File: src/common/utxf_pkg.sv
package utxf_pkg;

  // FIFO fill state encoding.
  localparam logic [1:0] FILL_EMPTY = 2'h0;
  localparam logic [1:0] FILL_ONE_A = 2'h1;
  localparam logic [1:0] FILL_ONE_B = 2'h2;
  localparam logic [1:0] FILL_TWO   = 2'h3;
  localparam logic [1:0] FILL_RESET = FILL_EMPTY;

  // Register byte offsets.
  localparam logic [11:0] OFS_CTRL   = 12'h000;
  localparam logic [11:0] OFS_STATUS = 12'h004;
  localparam logic [11:0] OFS_CLEAR  = 12'h008;
  localparam logic [11:0] OFS_COUNT  = 12'h00C;

  // Control register bit positions.
  localparam int CTRL_EPEN  = 0;
  localparam int CTRL_ATM   = 1;
  localparam int CTRL_OE    = 2;
  localparam int CTRL_ISO   = 3;
  localparam int CTRL_STALL = 4;
  localparam int CTRL_CTLEP = 5;
  localparam logic [5:0] CTRL_RESET = 6'h00;

  // Status register bit positions; flags also used in the clear register.
  localparam int ST_ERR  = 0;
  localparam int ST_ACK  = 1;
  localparam int ST_VOID = 2;
  localparam int ST_OVF  = 3;
  localparam int ST_URF  = 4;
  localparam int ST_SOF  = 5;
  localparam int ST_FILL = 8;

  localparam int COUNT_W = 10;

  // Answer given to an IN token.
  typedef enum logic [1:0] {
    RESP_NONE = 2'b00,
    RESP_NAK  = 2'b01,
    RESP_DATA = 2'b10,
    RESP_NULL = 2'b11
  } utxf_resp_e;

  // Events reported by the serial interface engine.
  typedef struct packed {
    logic in_token;
    logic sent_ack;
    logic sent_timeout;
    logic sent_underrun;
    logic sof;
    logic setup_rcvd;
  } utxf_sie_s;

  typedef struct packed {
    logic err;
    logic ack;
    logic void_f;
    logic ovf;
    logic urf;
  } utxf_flags_s;

endpackage : utxf_pkg

File: src/verilog/utxf_endpoint.sv
// Operation
// - Empty FIFO or output disabled: IN gets NAK, void set, stays empty.
// - Control endpoint with setup flag set NAKs IN even if stalled; void set.
// - After such a NAK on loaded FIFO, keep NAKing IN until cleared.
// - Byte-count write advances fill: empty to one packet, one to two.
// - Byte-count write while two packets held sets sticky overrun.
// - Load overrun sets overrun, keeps fill, NAKs later non-iso IN.
// - Non-iso ACKed send: drop packet, set ack, clear err/void, interrupt.
// - Non-iso timeout: keep fill, set error, clear ack, interrupt.
// - Non-iso underrun: set error and underrun, interrupt, NAK later.
// - IN with underrun and error set: NAK, set void, nothing else.
// - Retransmit after timeout that is ACKed sets ack, clears error, drops.
// - Iso IN with empty FIFO or output disabled: null packet, void set.
// - Iso with output disabled and data loaded answers null, never NAK.
// - Iso send: no handshake, advance marker, set ack, no interrupt.
// - Iso underrun: error and underrun set, marker still advances.
// - Iso: count write at once; fill decrement and underrun at frame start.
// - Iso error, ack and void update at each transaction end.
// - All of this only while endpoint enable and auto management active.
// - Iso frame start with unread packet flushes oldest, sets frame flag.
//
// Added by the designer: the APB slave port and the register addresses.
`timescale 1ns/10ps
module utxf_endpoint (
  // APB slave
  input  wire logic                         pclk,
  input  wire logic                         presetn,
  input  wire logic                         psel,
  input  wire logic                         penable,
  input  wire logic                         pwrite,
  input  wire logic [11:0]                  paddr,
  input  wire logic [31:0]                  pwdata,
  output logic      [31:0]                  prdata,
  output logic                              pready,
  output logic                              pslverr,
  // Serial interface engine events, same clock
  input  wire utxf_pkg::utxf_sie_s          sie_evt,
  output utxf_pkg::utxf_resp_e              in_resp,
  output logic                              rd_slot,
  // Status outputs
  output logic                              tx_irq,
  output logic [1:0]                        tx_fifo_fill_state
);

  logic [5:0]                   ctrl;
  utxf_pkg::utxf_flags_s        flg;
  logic                         sof_flag;
  logic                         nak_lock;
  logic                         pend_dec;
  logic                         pend_urf;
  logic [utxf_pkg::COUNT_W-1:0] tx_byte_count;

  wire tx_endpoint_enable = ctrl[utxf_pkg::CTRL_EPEN];
  wire auto_tx_management = ctrl[utxf_pkg::CTRL_ATM];
  wire tx_output_enable   = ctrl[utxf_pkg::CTRL_OE];
  wire iso_mode           = ctrl[utxf_pkg::CTRL_ISO];
  wire ctl_endpoint       = ctrl[utxf_pkg::CTRL_CTLEP];
  wire active             = tx_endpoint_enable & auto_tx_management;

  // APB decode; the slave answers in the access cycle with no wait state.
  wire acc       = psel & penable;
  wire wr        = acc & pwrite;
  wire wr_ctrl   = wr & (paddr == utxf_pkg::OFS_CTRL);
  wire wr_clear  = wr & (paddr == utxf_pkg::OFS_CLEAR);
  wire byte_count_write = wr & (paddr == utxf_pkg::OFS_COUNT);
  wire mapped    = (paddr == utxf_pkg::OFS_CTRL) | (paddr == utxf_pkg::OFS_STATUS) |
                   (paddr == utxf_pkg::OFS_CLEAR) | (paddr == utxf_pkg::OFS_COUNT);
  assign pready  = 1'b1;
  assign pslverr = acc & ~mapped;

  wire clr_err  = wr_clear & pwdata[utxf_pkg::ST_ERR];
  wire clr_ack  = wr_clear & pwdata[utxf_pkg::ST_ACK];
  wire clr_void = wr_clear & pwdata[utxf_pkg::ST_VOID];
  wire clr_ovf  = wr_clear & pwdata[utxf_pkg::ST_OVF];
  wire clr_urf  = wr_clear & pwdata[utxf_pkg::ST_URF];
  wire clr_sof  = wr_clear & pwdata[utxf_pkg::ST_SOF];

  wire setup_received_flag = sie_evt.setup_rcvd;
  wire tx_stall_bit        = ctrl[utxf_pkg::CTRL_STALL];
  wire fill_empty = (tx_fifo_fill_state == utxf_pkg::FILL_EMPTY);
  wire fill_two   = (tx_fifo_fill_state == utxf_pkg::FILL_TWO);
  // Effective fill for iso: the deferred decrement is still counted.
  wire in_tok     = active & sie_evt.in_token;

  // Non-isochronous answer selection.
  wire ni_setup_nak = ctl_endpoint & setup_received_flag;
  wire ni_void      = fill_empty | ~tx_output_enable;
  wire ni_err_nak   = flg.urf & flg.err;
  wire ni_nak       = ni_void | ni_setup_nak | nak_lock | flg.ovf | ni_err_nak;
  // The stall bit is honoured only when no NAK condition applies.
  wire ni_stall     = tx_stall_bit & ~ni_nak;
  // Isochronous answer: a pending decrement means the slot is already spent.
  wire iso_void     = fill_empty | ~tx_output_enable | flg.urf | pend_dec;

  always_comb begin
    in_resp = utxf_pkg::RESP_NONE;
    if (in_tok) begin
      if (iso_mode) begin
        in_resp = iso_void ? utxf_pkg::RESP_NULL : utxf_pkg::RESP_DATA;
      end else if (ni_nak | ni_stall) begin
        in_resp = utxf_pkg::RESP_NAK;
      end else begin
        in_resp = utxf_pkg::RESP_DATA;
      end
    end
  end

  // Transfer outcomes, only meaningful after a data answer.
  wire done_ack = active & sie_evt.sent_ack & ~fill_empty;
  wire done_to  = active & sie_evt.sent_timeout & ~fill_empty;
  wire done_ur  = active & sie_evt.sent_underrun & ~fill_empty;
  wire ni_ack   = ~iso_mode & done_ack;
  wire ni_fail  = ~iso_mode & (done_to | done_ur);
  wire iso_done = iso_mode & (done_ack | done_to | done_ur) & ~pend_dec;
  wire sof      = active & iso_mode & sie_evt.sof;
  wire sof_flush = sof & ~pend_dec & ~fill_empty;
  wire dec_now   = ni_ack | (sof & (pend_dec | sof_flush));

  // Fill state: a packet removed and one added together leaves the count.
  wire inc_ok = active & byte_count_write & ~fill_two & ~flg.ovf;
  logic [1:0] next_fill;
  always_comb begin
    next_fill = tx_fifo_fill_state;
    if (inc_ok & ~dec_now) begin
      next_fill = fill_empty ? (rd_slot ? utxf_pkg::FILL_ONE_B
                                        : utxf_pkg::FILL_ONE_A)
                             : utxf_pkg::FILL_TWO;
    end else if (inc_ok & dec_now & ~fill_empty) begin
      next_fill = ~tx_fifo_fill_state;
    end else if (dec_now & ~inc_ok) begin
      if (fill_two) begin
        next_fill = rd_slot ? utxf_pkg::FILL_ONE_A : utxf_pkg::FILL_ONE_B;
      end else begin
        next_fill = utxf_pkg::FILL_EMPTY;
      end
    end
  end

  wire set_ovf = active & byte_count_write & fill_two;
  wire set_void = in_tok & (iso_mode ? iso_void : ni_nak);
  wire lock_set = in_tok & ~iso_mode & ~fill_empty &
                  (ni_setup_nak | ~tx_output_enable);

  always_ff @(posedge pclk or negedge presetn) begin
    if (!presetn) begin
      ctrl               <= utxf_pkg::CTRL_RESET;
      tx_fifo_fill_state <= utxf_pkg::FILL_RESET;
      rd_slot            <= 1'b0;
      tx_byte_count      <= '0;
      nak_lock           <= 1'b0;
      pend_dec           <= 1'b0;
      pend_urf           <= 1'b0;
    end else begin
      if (wr_ctrl) begin
        ctrl <= pwdata[5:0];
      end
      if (inc_ok) begin
        tx_byte_count <= pwdata[utxf_pkg::COUNT_W-1:0];
      end
      tx_fifo_fill_state <= next_fill;
      if (dec_now) begin
        rd_slot <= ~rd_slot;
      end
      // Lock is released when firmware clears void, i.e. re-arms the endpoint.
      if (lock_set) begin
        nak_lock <= 1'b1;
      end else if (clr_void | ~active) begin
        nak_lock <= 1'b0;
      end
      if (iso_done) begin
        pend_dec <= 1'b1;
      end else if (sof) begin
        pend_dec <= 1'b0;
      end
      if (iso_done & done_ur) begin
        pend_urf <= 1'b1;
      end else if (sof) begin
        pend_urf <= 1'b0;
      end
    end
  end

  // Status flags; a hardware set wins over a firmware clear in the same cycle.
  always_ff @(posedge pclk or negedge presetn) begin
    if (!presetn) begin
      flg      <= '0;
      sof_flag <= 1'b0;
    end else begin
      if (ni_fail | (iso_done & done_ur)) begin
        flg.err <= 1'b1;
      end else if (ni_ack | iso_done | clr_err) begin
        flg.err <= 1'b0;
      end
      if (ni_ack | (iso_done & ~done_ur)) begin
        flg.ack <= 1'b1;
      end else if (ni_fail | iso_done | clr_ack) begin
        flg.ack <= 1'b0;
      end
      if (set_void) begin
        flg.void_f <= 1'b1;
      end else if (ni_ack | ni_fail | iso_done | clr_void) begin
        flg.void_f <= 1'b0;
      end
      if (set_ovf) begin
        flg.ovf <= 1'b1;
      end else if (clr_ovf) begin
        flg.ovf <= 1'b0;
      end
      if ((~iso_mode & done_ur) | (sof & pend_urf)) begin
        flg.urf <= 1'b1;
      end else if (clr_urf) begin
        flg.urf <= 1'b0;
      end
      if (sof_flush) begin
        sof_flag <= 1'b1;
      end else if (clr_sof) begin
        sof_flag <= 1'b0;
      end
    end
  end

  // Interrupt pulses for one cycle on every non-iso completion only.
  always_ff @(posedge pclk or negedge presetn) begin
    if (!presetn) begin
      tx_irq <= 1'b0;
    end else begin
      tx_irq <= ni_ack | ni_fail;
    end
  end

  wire [31:0] status_word = {18'h00000, tx_byte_count[3:0], tx_fifo_fill_state,
                             2'h0, sof_flag, flg.urf, flg.ovf, flg.void_f,
                             flg.ack, flg.err};
  wire [31:0] rd_mux = (paddr == utxf_pkg::OFS_CTRL)   ? {26'h0000000, ctrl} :
                       (paddr == utxf_pkg::OFS_STATUS) ? status_word :
                       (paddr == utxf_pkg::OFS_COUNT)  ?
                         {22'h000000, tx_byte_count} : 32'h00000000;

  always_ff @(posedge pclk or negedge presetn) begin
    if (!presetn) begin
      prdata <= 32'h00000000;
    end else if (psel & ~penable & ~pwrite) begin
      prdata <= rd_mux;
    end
  end

  chk_ovf_sticky: assert property (@(posedge pclk) disable iff (!presetn)
    flg.ovf & ~clr_ovf |=> flg.ovf)
    else $error("overrun flag dropped");
  chk_full_write: assert property (@(posedge pclk) disable iff (!presetn)
    active & byte_count_write & fill_two & ~dec_now |=> flg.ovf & fill_two)
    else $error("overrun not set on full");
  chk_empty_nak: assert property (@(posedge pclk) disable iff (!presetn)
    in_tok & ~iso_mode & fill_empty |-> in_resp == utxf_pkg::RESP_NAK ##1 flg.void_f)
    else $error("empty endpoint not NAKed");
  chk_void_nak: assert property (@(posedge pclk) disable iff (!presetn)
    in_tok & ~iso_mode & ~tx_output_enable |-> in_resp == utxf_pkg::RESP_NAK)
    else $error("disabled output not NAKed");
  chk_setup_nak: assert property (@(posedge pclk) disable iff (!presetn)
    in_tok & ~iso_mode & ni_setup_nak |-> in_resp == utxf_pkg::RESP_NAK ##1 flg.void_f)
    else $error("setup phase not NAKed");
  chk_stall_nak: assert property (@(posedge pclk) disable iff (!presetn)
    in_tok & ~iso_mode & tx_stall_bit |-> in_resp == utxf_pkg::RESP_NAK)
    else $error("stalled endpoint not NAKed");
  chk_lock_hold: assert property (@(posedge pclk) disable iff (!presetn)
    in_tok & ~iso_mode & nak_lock |-> in_resp == utxf_pkg::RESP_NAK)
    else $error("locked endpoint not NAKed");
  chk_fill_from_empty: assert property (@(posedge pclk) disable iff (!presetn)
    inc_ok & ~dec_now & fill_empty |=> ^tx_fifo_fill_state)
    else $error("first packet not counted");
  chk_fill_to_two: assert property (@(posedge pclk) disable iff (!presetn)
    inc_ok & ~dec_now & ~fill_empty |=> fill_two)
    else $error("second packet not counted");
  chk_ovf_nak: assert property (@(posedge pclk) disable iff (!presetn)
    in_tok & ~iso_mode & flg.ovf |-> in_resp == utxf_pkg::RESP_NAK)
    else $error("overrun endpoint not NAKed");
  chk_ovf_keep: assert property (@(posedge pclk) disable iff (!presetn)
    set_ovf & ~dec_now |=> $stable(tx_fifo_fill_state))
    else $error("overrun changed fill");
  chk_ack_irq: assert property (@(posedge pclk) disable iff (!presetn)
    ni_ack |=> tx_irq & flg.ack & ~flg.err)
    else $error("ack not reported");
  chk_ack_drop: assert property (@(posedge pclk) disable iff (!presetn)
    ni_ack & ~inc_ok & ~fill_two |=> fill_empty)
    else $error("acked packet not dropped");
  chk_timeout_keep: assert property (@(posedge pclk) disable iff (!presetn)
    ni_fail & ~inc_ok |=> $stable(tx_fifo_fill_state) && flg.err)
    else $error("timeout changed fill");
  chk_fail_irq: assert property (@(posedge pclk) disable iff (!presetn)
    ni_fail |=> tx_irq & flg.err & ~flg.ack)
    else $error("failure not reported");
  chk_urf_set: assert property (@(posedge pclk) disable iff (!presetn)
    ~iso_mode & done_ur |=> flg.urf & flg.err)
    else $error("underrun not flagged");
  chk_err_nak: assert property (@(posedge pclk) disable iff (!presetn)
    in_tok & ~iso_mode & flg.urf & flg.err |-> in_resp == utxf_pkg::RESP_NAK ##1 flg.void_f)
    else $error("underrun endpoint not NAKed");
  chk_retry_ack: assert property (@(posedge pclk) disable iff (!presetn)
    ni_ack & flg.err & ~flg.urf |=> tx_irq & flg.ack & ~flg.err)
    else $error("retry ack not reported");
  chk_urf_sticky: assert property (@(posedge pclk) disable iff (!presetn)
    flg.urf & ~clr_urf |=> flg.urf)
    else $error("underrun flag dropped");
  chk_iso_void: assert property (@(posedge pclk) disable iff (!presetn)
    in_tok & iso_mode & fill_empty |-> in_resp == utxf_pkg::RESP_NULL ##1 flg.void_f)
    else $error("iso empty not null");
  chk_iso_no_nak: assert property (@(posedge pclk) disable iff (!presetn)
    in_tok & iso_mode |-> in_resp != utxf_pkg::RESP_NAK)
    else $error("iso answered NAK");
  chk_iso_null_oe: assert property (@(posedge pclk) disable iff (!presetn)
    in_tok & iso_mode & ~tx_output_enable |-> in_resp == utxf_pkg::RESP_NULL)
    else $error("iso disabled not null");
  chk_iso_ack: assert property (@(posedge pclk) disable iff (!presetn)
    iso_done & ~done_ur |=> flg.ack & ~flg.err & pend_dec)
    else $error("iso send not acked");
  chk_iso_no_irq: assert property (@(posedge pclk) disable iff (!presetn)
    iso_mode & $past(iso_mode) |-> ~tx_irq)
    else $error("iso raised interrupt");
  chk_iso_urf: assert property (@(posedge pclk) disable iff (!presetn)
    iso_done & done_ur |=> flg.err & ~flg.ack & pend_dec)
    else $error("iso underrun not handled");
  chk_iso_defer: assert property (@(posedge pclk) disable iff (!presetn)
    iso_done & ~sof & ~inc_ok |=> $stable(tx_fifo_fill_state))
    else $error("iso decrement not deferred");
  chk_urf_defer: assert property (@(posedge pclk) disable iff (!presetn)
    iso_done & done_ur & ~sof & ~flg.urf |=> ~flg.urf)
    else $error("iso underrun not deferred");
  chk_iso_flags: assert property (@(posedge pclk) disable iff (!presetn)
    iso_done & ~in_tok |=> ~flg.void_f)
    else $error("iso void not cleared");
  chk_disabled: assert property (@(posedge pclk) disable iff (!presetn)
    ~active |-> in_resp == utxf_pkg::RESP_NONE)
    else $error("answered while disabled");
  chk_fill_hold: assert property (@(posedge pclk) disable iff (!presetn)
    ~active |=> $stable(tx_fifo_fill_state))
    else $error("fill moved while disabled");
  chk_frame_flush: assert property (@(posedge pclk) disable iff (!presetn)
    sof_flush |=> sof_flag)
    else $error("flush not flagged");
  chk_slot_toggle: assert property (@(posedge pclk) disable iff (!presetn)
    dec_now |=> $changed(rd_slot))
    else $error("read slot not toggled");

endmodule : utxf_endpoint

File: config.mk
export PLATFORM = sky130hd
export DESIGN_NAME = utxf_endpoint
export DESIGN_NICKNAME = d
export VERILOG_FILES = /design/src/common/utxf_pkg.sv /design/src/verilog/utxf_endpoint.sv
export SDC_FILE = /design/constraint.sdc
export NUM_CORES = 1
export LEC_CHECK = 0
export BUFFER_PORTS_ARGS = -buffer_cell sky130_fd_sc_hd__buf_4
export CORE_ASPECT_RATIO = 1.75
export CORE_MARGIN = 2
export CORE_UTILIZATION = 30
export CTS_CLUSTER_SIZE = 20
export DETAILED_ROUTE_END_ITERATION = 10
export HOLD_SLACK_MARGIN = 0.08
export PLACE_DENSITY = 0.67
export REMOVE_ABC_BUFFERS = 1
export SYNTH_ARGS = -nofsm -noshare
export SYNTH_HDL_FRONTEND = slang
export SYNTH_SLANG_ARGS = --single-unit
File: constraint.sdc
create_clock -name pclk -period 1.7 [get_ports pclk]
set_clock_uncertainty 0.2 [all_clocks]
set_input_delay 0.085 -clock pclk [delete_from_list [all_inputs] [get_ports pclk]]
set_output_delay 0.085 -clock pclk [all_outputs]
set_load 0.03 [all_outputs]
# Yosys cells after proc, flatten, opt, wreduce, memory -nomap -nowiden
# Index checks and enable logic that the tools add are counted.
# totals
ff_bits,61
latch_bits,0
mem_bits_rw,0
mem_bits_ro,0
in_bits,55
out_inout_bits,40
word_cells,157
mem_count,0
# op_classes
addsub,0
mul,0
div,0
n_lt_le_gt_ge,0
eq_ne,4
n_shift,0
muxes,32
n_bitwise,94
n_reduce_logical,12
# op_table
operator,count
1-bit bitwise AND,50
14-bit 2-to-1 mux,2
1-bit bitwise OR,28
"12-bit by 4-bit equality test with 1-bit output, second input constant",2
2-bit 2-to-1 mux,10
1-bit 2-to-1 mux,19
2-bit nonzero test,9
1-bit inverter,15
"12-bit by 3-bit equality test with 1-bit output, second input constant",1
12-bit logical NOT,1
10-bit 2-to-1 mux,1
3-bit nonzero test,1
"2-bit equality test, second input constant",1
2-bit logical NOT,1
2-bit inverter,1

# Depth between registers and ports, before layout
# logic_depth
ltp_word,12
mapped_depth,6
ltp_nobuf,4

# Worst setup path before layout
# No wires, ideal clock.
# synth_timing
path_type,input -> register
startpoint,input paddr[7]
endpoint,register ctrl[0]
setup_time_ns,0.125
t_arrival_ns,2.020
t_required_ns,1.375
slack_ns,-0.645
path_stages,6
path_buffers,2
cell_sequence,or4_4 > or4_4 > buf_6 > or3_4 > buf_6 > mux2_4
# synth_between
elab_chain_cells,2
# synth_rtl
item,line,text
"start, declared",utxf_endpoint.sv:31,"input wire logic [11:0] paddr,"
12-bit logical NOT,utxf_endpoint.sv:63,wire wr_ctrl = wr & (paddr == utxf_pkg::OFS_CTRL);
1-bit bitwise AND,utxf_endpoint.sv:63,
"end signal, assigned",utxf_endpoint.sv:146,ctrl <= utxf_pkg::CTRL_RESET;
"end signal, assigned",utxf_endpoint.sv:155,ctrl <= pwdata[5:0];
"end, declared",utxf_endpoint.sv:45,logic [5:0] ctrl;
# Every way passes these cells.
# A chain may end at the register's enable or synchronous reset.

# Final worst setup path
# layout_timing
startpoint,input paddr[0]
endpoint,register ctrl[2]
# Same word-level chain as after synthesis.

==> out/results.tsv <==
metric	value	unit
# clock sinks	43	
Placer Congestion	0.8823	
Clk Latency, worst-skew pair	0.29	ns
max-slew violations	0	
Switch Pwr	0.0005606	W
sequential area share after synthesis	45.50	%
vias	2086	
I/O Pins	95	
Final Net Count	391	
Initial DRC Count	117	
Max Root-Sink Buffers	2	
f_max	0.4977	GHz
clk slew on worst S/H paths	0.06	ns
Slew HR	62.31	%
synth-to-layout area growth	51.27	%
syn avg cell area	10.02	um^2
vias in the first global route	2203	
share of layout cells above drive strength 1	45.10	%
ys async rst share	100.0	%
drt wl/cell	15.46	um
Lkg Pwr	1.674	nW
Slew @ Worst Pin	0.5654	ns
Setup WS pre-CTS	-0.6274	ns
pwr dens	680.7	nW/um^2
cell area after synthesis	2365	um^2
PortBufs	53	
unrepaired setup endpoints after global routing	yes	
final worst slack	-0.3093	ns
number of synthesized flops with an enable pin	0	
Num CTS Buffers	5	
CP Capture Type	register	
CTS H-Tree Depth	2	
violated checks	negative setup slack	
dpl cell area	2884	um^2
cell mode on critical path	or4_4	
Main synth FF type	dfrtp_1	
Final setup viols	24	
status	finished with violations	
largest net degree at the start of global routing	44	
antenna violations before repair	0	
root buffer cell	clkbuf_16	
Core Region	7620	um^2
total power	0.002435	W
Peak VDD IR	0.0003563	V
hpwl dp	4818	um
Mapped Cells	236	
maxcap violations	0	
full die area	8637	um^2
most frequent cells in the layout	buf_4, dfrtp_1, nand2_1	
Comb power frac	11.2	%
Min Hold Slack	0.04743	ns
Site Rows	42	
CP max stage cell	or4_4	
Period minus WS final	2.009	ns
grt ovf	0	
critical path launch point type	input pin	
Seq pwr share	42.3	%
sw frac	23.02	%
Final period util	118.2	%
post-route ant nets	0	
Multi-input gate area	1294	um^2
Req. time, crit path	1.68	ns
vias per cell	4.908	
die width	71.12	um
Ys Warns	0	
arrival time at the worst endpoint	1.98	ns
First-pass DRT Iterations	4	
Overall Global Routing Usage	15.97	%
Crit Path Category	input pin to register	
Pint	0.001874	W
Hold Path Class	input pin to register	
final hold violations	0	
Starting Density	31.03	%
Clock Power Share	46.5	%
first-pass GRT wire length	10630	um
Detailed Route WL	6570	um
DRC viols	0	
FF/Latch Area	1084	um^2
Worst Path Max Fanout	6	
number of synthesized register bits	43	
Filler Cells Inserted	683	
critical path's largest stage delay	0.52	ns
cells along the critical path	buf_6 > or4_4 > or4_4 > or3_4 > mux2_4	
CTS tree	built	
commonest non-fill, non-tap cell in the layout	buf_4	
DIE HEIGHT	121.5	um
Ant. Diodes	0	
final instance area	3577	um^2
Distinct cells, synth	46	
worst paths after layout:
check,startpoint,to,slack [ns],cells past startpoint
max in group asynchronous,presetn,tx_fifo_fill_state[0],0.75,2
worst max register to register,tx_fifo_fill_state[0],tx_byte_count[8],-0.05,6
worst min-delay path,sie_evt[0],nak_lock,0.05,4
worst min register to register,prdata[12],prdata[12],0.28,2
worst max-delay path,paddr[0],ctrl[2],-0.31,5
min in group asynchronous,presetn,tx_irq,0.12,2
layout make-up:
class | count | area share (%)
multi-input combinational | 177 | 36.17
sequential | 43 | 30.29
timing repair buffer | 107 | 25.39
clock buffer | 6 | 3.882
tap | 88 | 3.078
clock inverter | 2 | 0.9794
inverter | 2 | 0.2099
per-layer routing:
metal	global-route usage (%)	routed length (um)	part of all wire [%]
met5	0	0	0
met4	7.429	204	3.1
met3	3.156	238	3.6
met2	29.91	3767	57
met1	16.63	2360	36
metrics by stage:
stage,util (%),TNS [ns],std cells
after floorplan,-,-8.790,222
after global placement,37.85,-13.10,384
final,46.95,-4.034,425
after detailed placement,37.85,-14.97,384
after global routing,46.95,-5.126,425
after CTS,45.01,-3.737,420
timing repair:
action	CTS	global route
setup endpoints to repair	23	34
hold buffers	21	0
buffers inserted	7	5
gates resized for setup	28	30
endpoints found under the hold margin	81	0
pin swaps	6	10
cell families (layout without fill, tap and decap cells):
kind of cell / after synthesis / after routing / synth area share [%]
buf+inv: 33 / 117 / 9.206
flops: 43 / 43 / 45.50
compound gates: 53 / 53 / 14.87
mux: 24 / 24 / 11.96
other cells: 2 / 19 / 0.3176
simple gates: 80 / 80 / 17.78
xor+xnor: 1 / 1 / 0.3704
synth_stat cells (4+ instances only):
cell type	number	area share (%)
and2_1	4	1.1
dfrtp_1	43	46
nor4_1	4	1.1
o31ai_1	8	2.5
nand3_1	6	1.3
o21ai_0	12	2.5
mux2_4	6	3.8
nand2_1	27	4.3
mux2_2	10	4.8
a21oi_1	11	2.3
mux2i_1	8	3.4
clkbuf_1	8	1.3
buf_4	19	6.0
nor2_1	15	2.4
flip-flops by register name, summed over array words and instances (netlist names):
| signal | count |
|---|---|
| flg | 5 |
| sof_flag | 1 |
| pend_urf | 1 |
| rd_slot | 1 |
| ctrl | 6 |
| tx_irq | 1 |
| pend_dec | 1 |
| tx_fifo_fill_state | 2 |
| tx_byte_count | 10 |
| prdata | 14 |
| nak_lock | 1 |
power groups by stage:
stage	clock network (W)	logic, W	registers (W)
after CTS	0.00114	0.000265	0.00103
final	0.00113	0.000273	0.00103
after global routing	0.00120	0.000295	0.00103
after detailed placement	0	0.000213	0.00105
after global placement	0	0.000210	0.00105
after floorplan	0	0.0000916	0.00105
worst max-delay path: cells and delay by family:
kind,cells,cell delay [ns]
and+or+nand+nor,3,1.49
buffers and inverters,1,0.09
muxes,1,0.32
No activity file was read; power rests on OpenSTA's default activity.
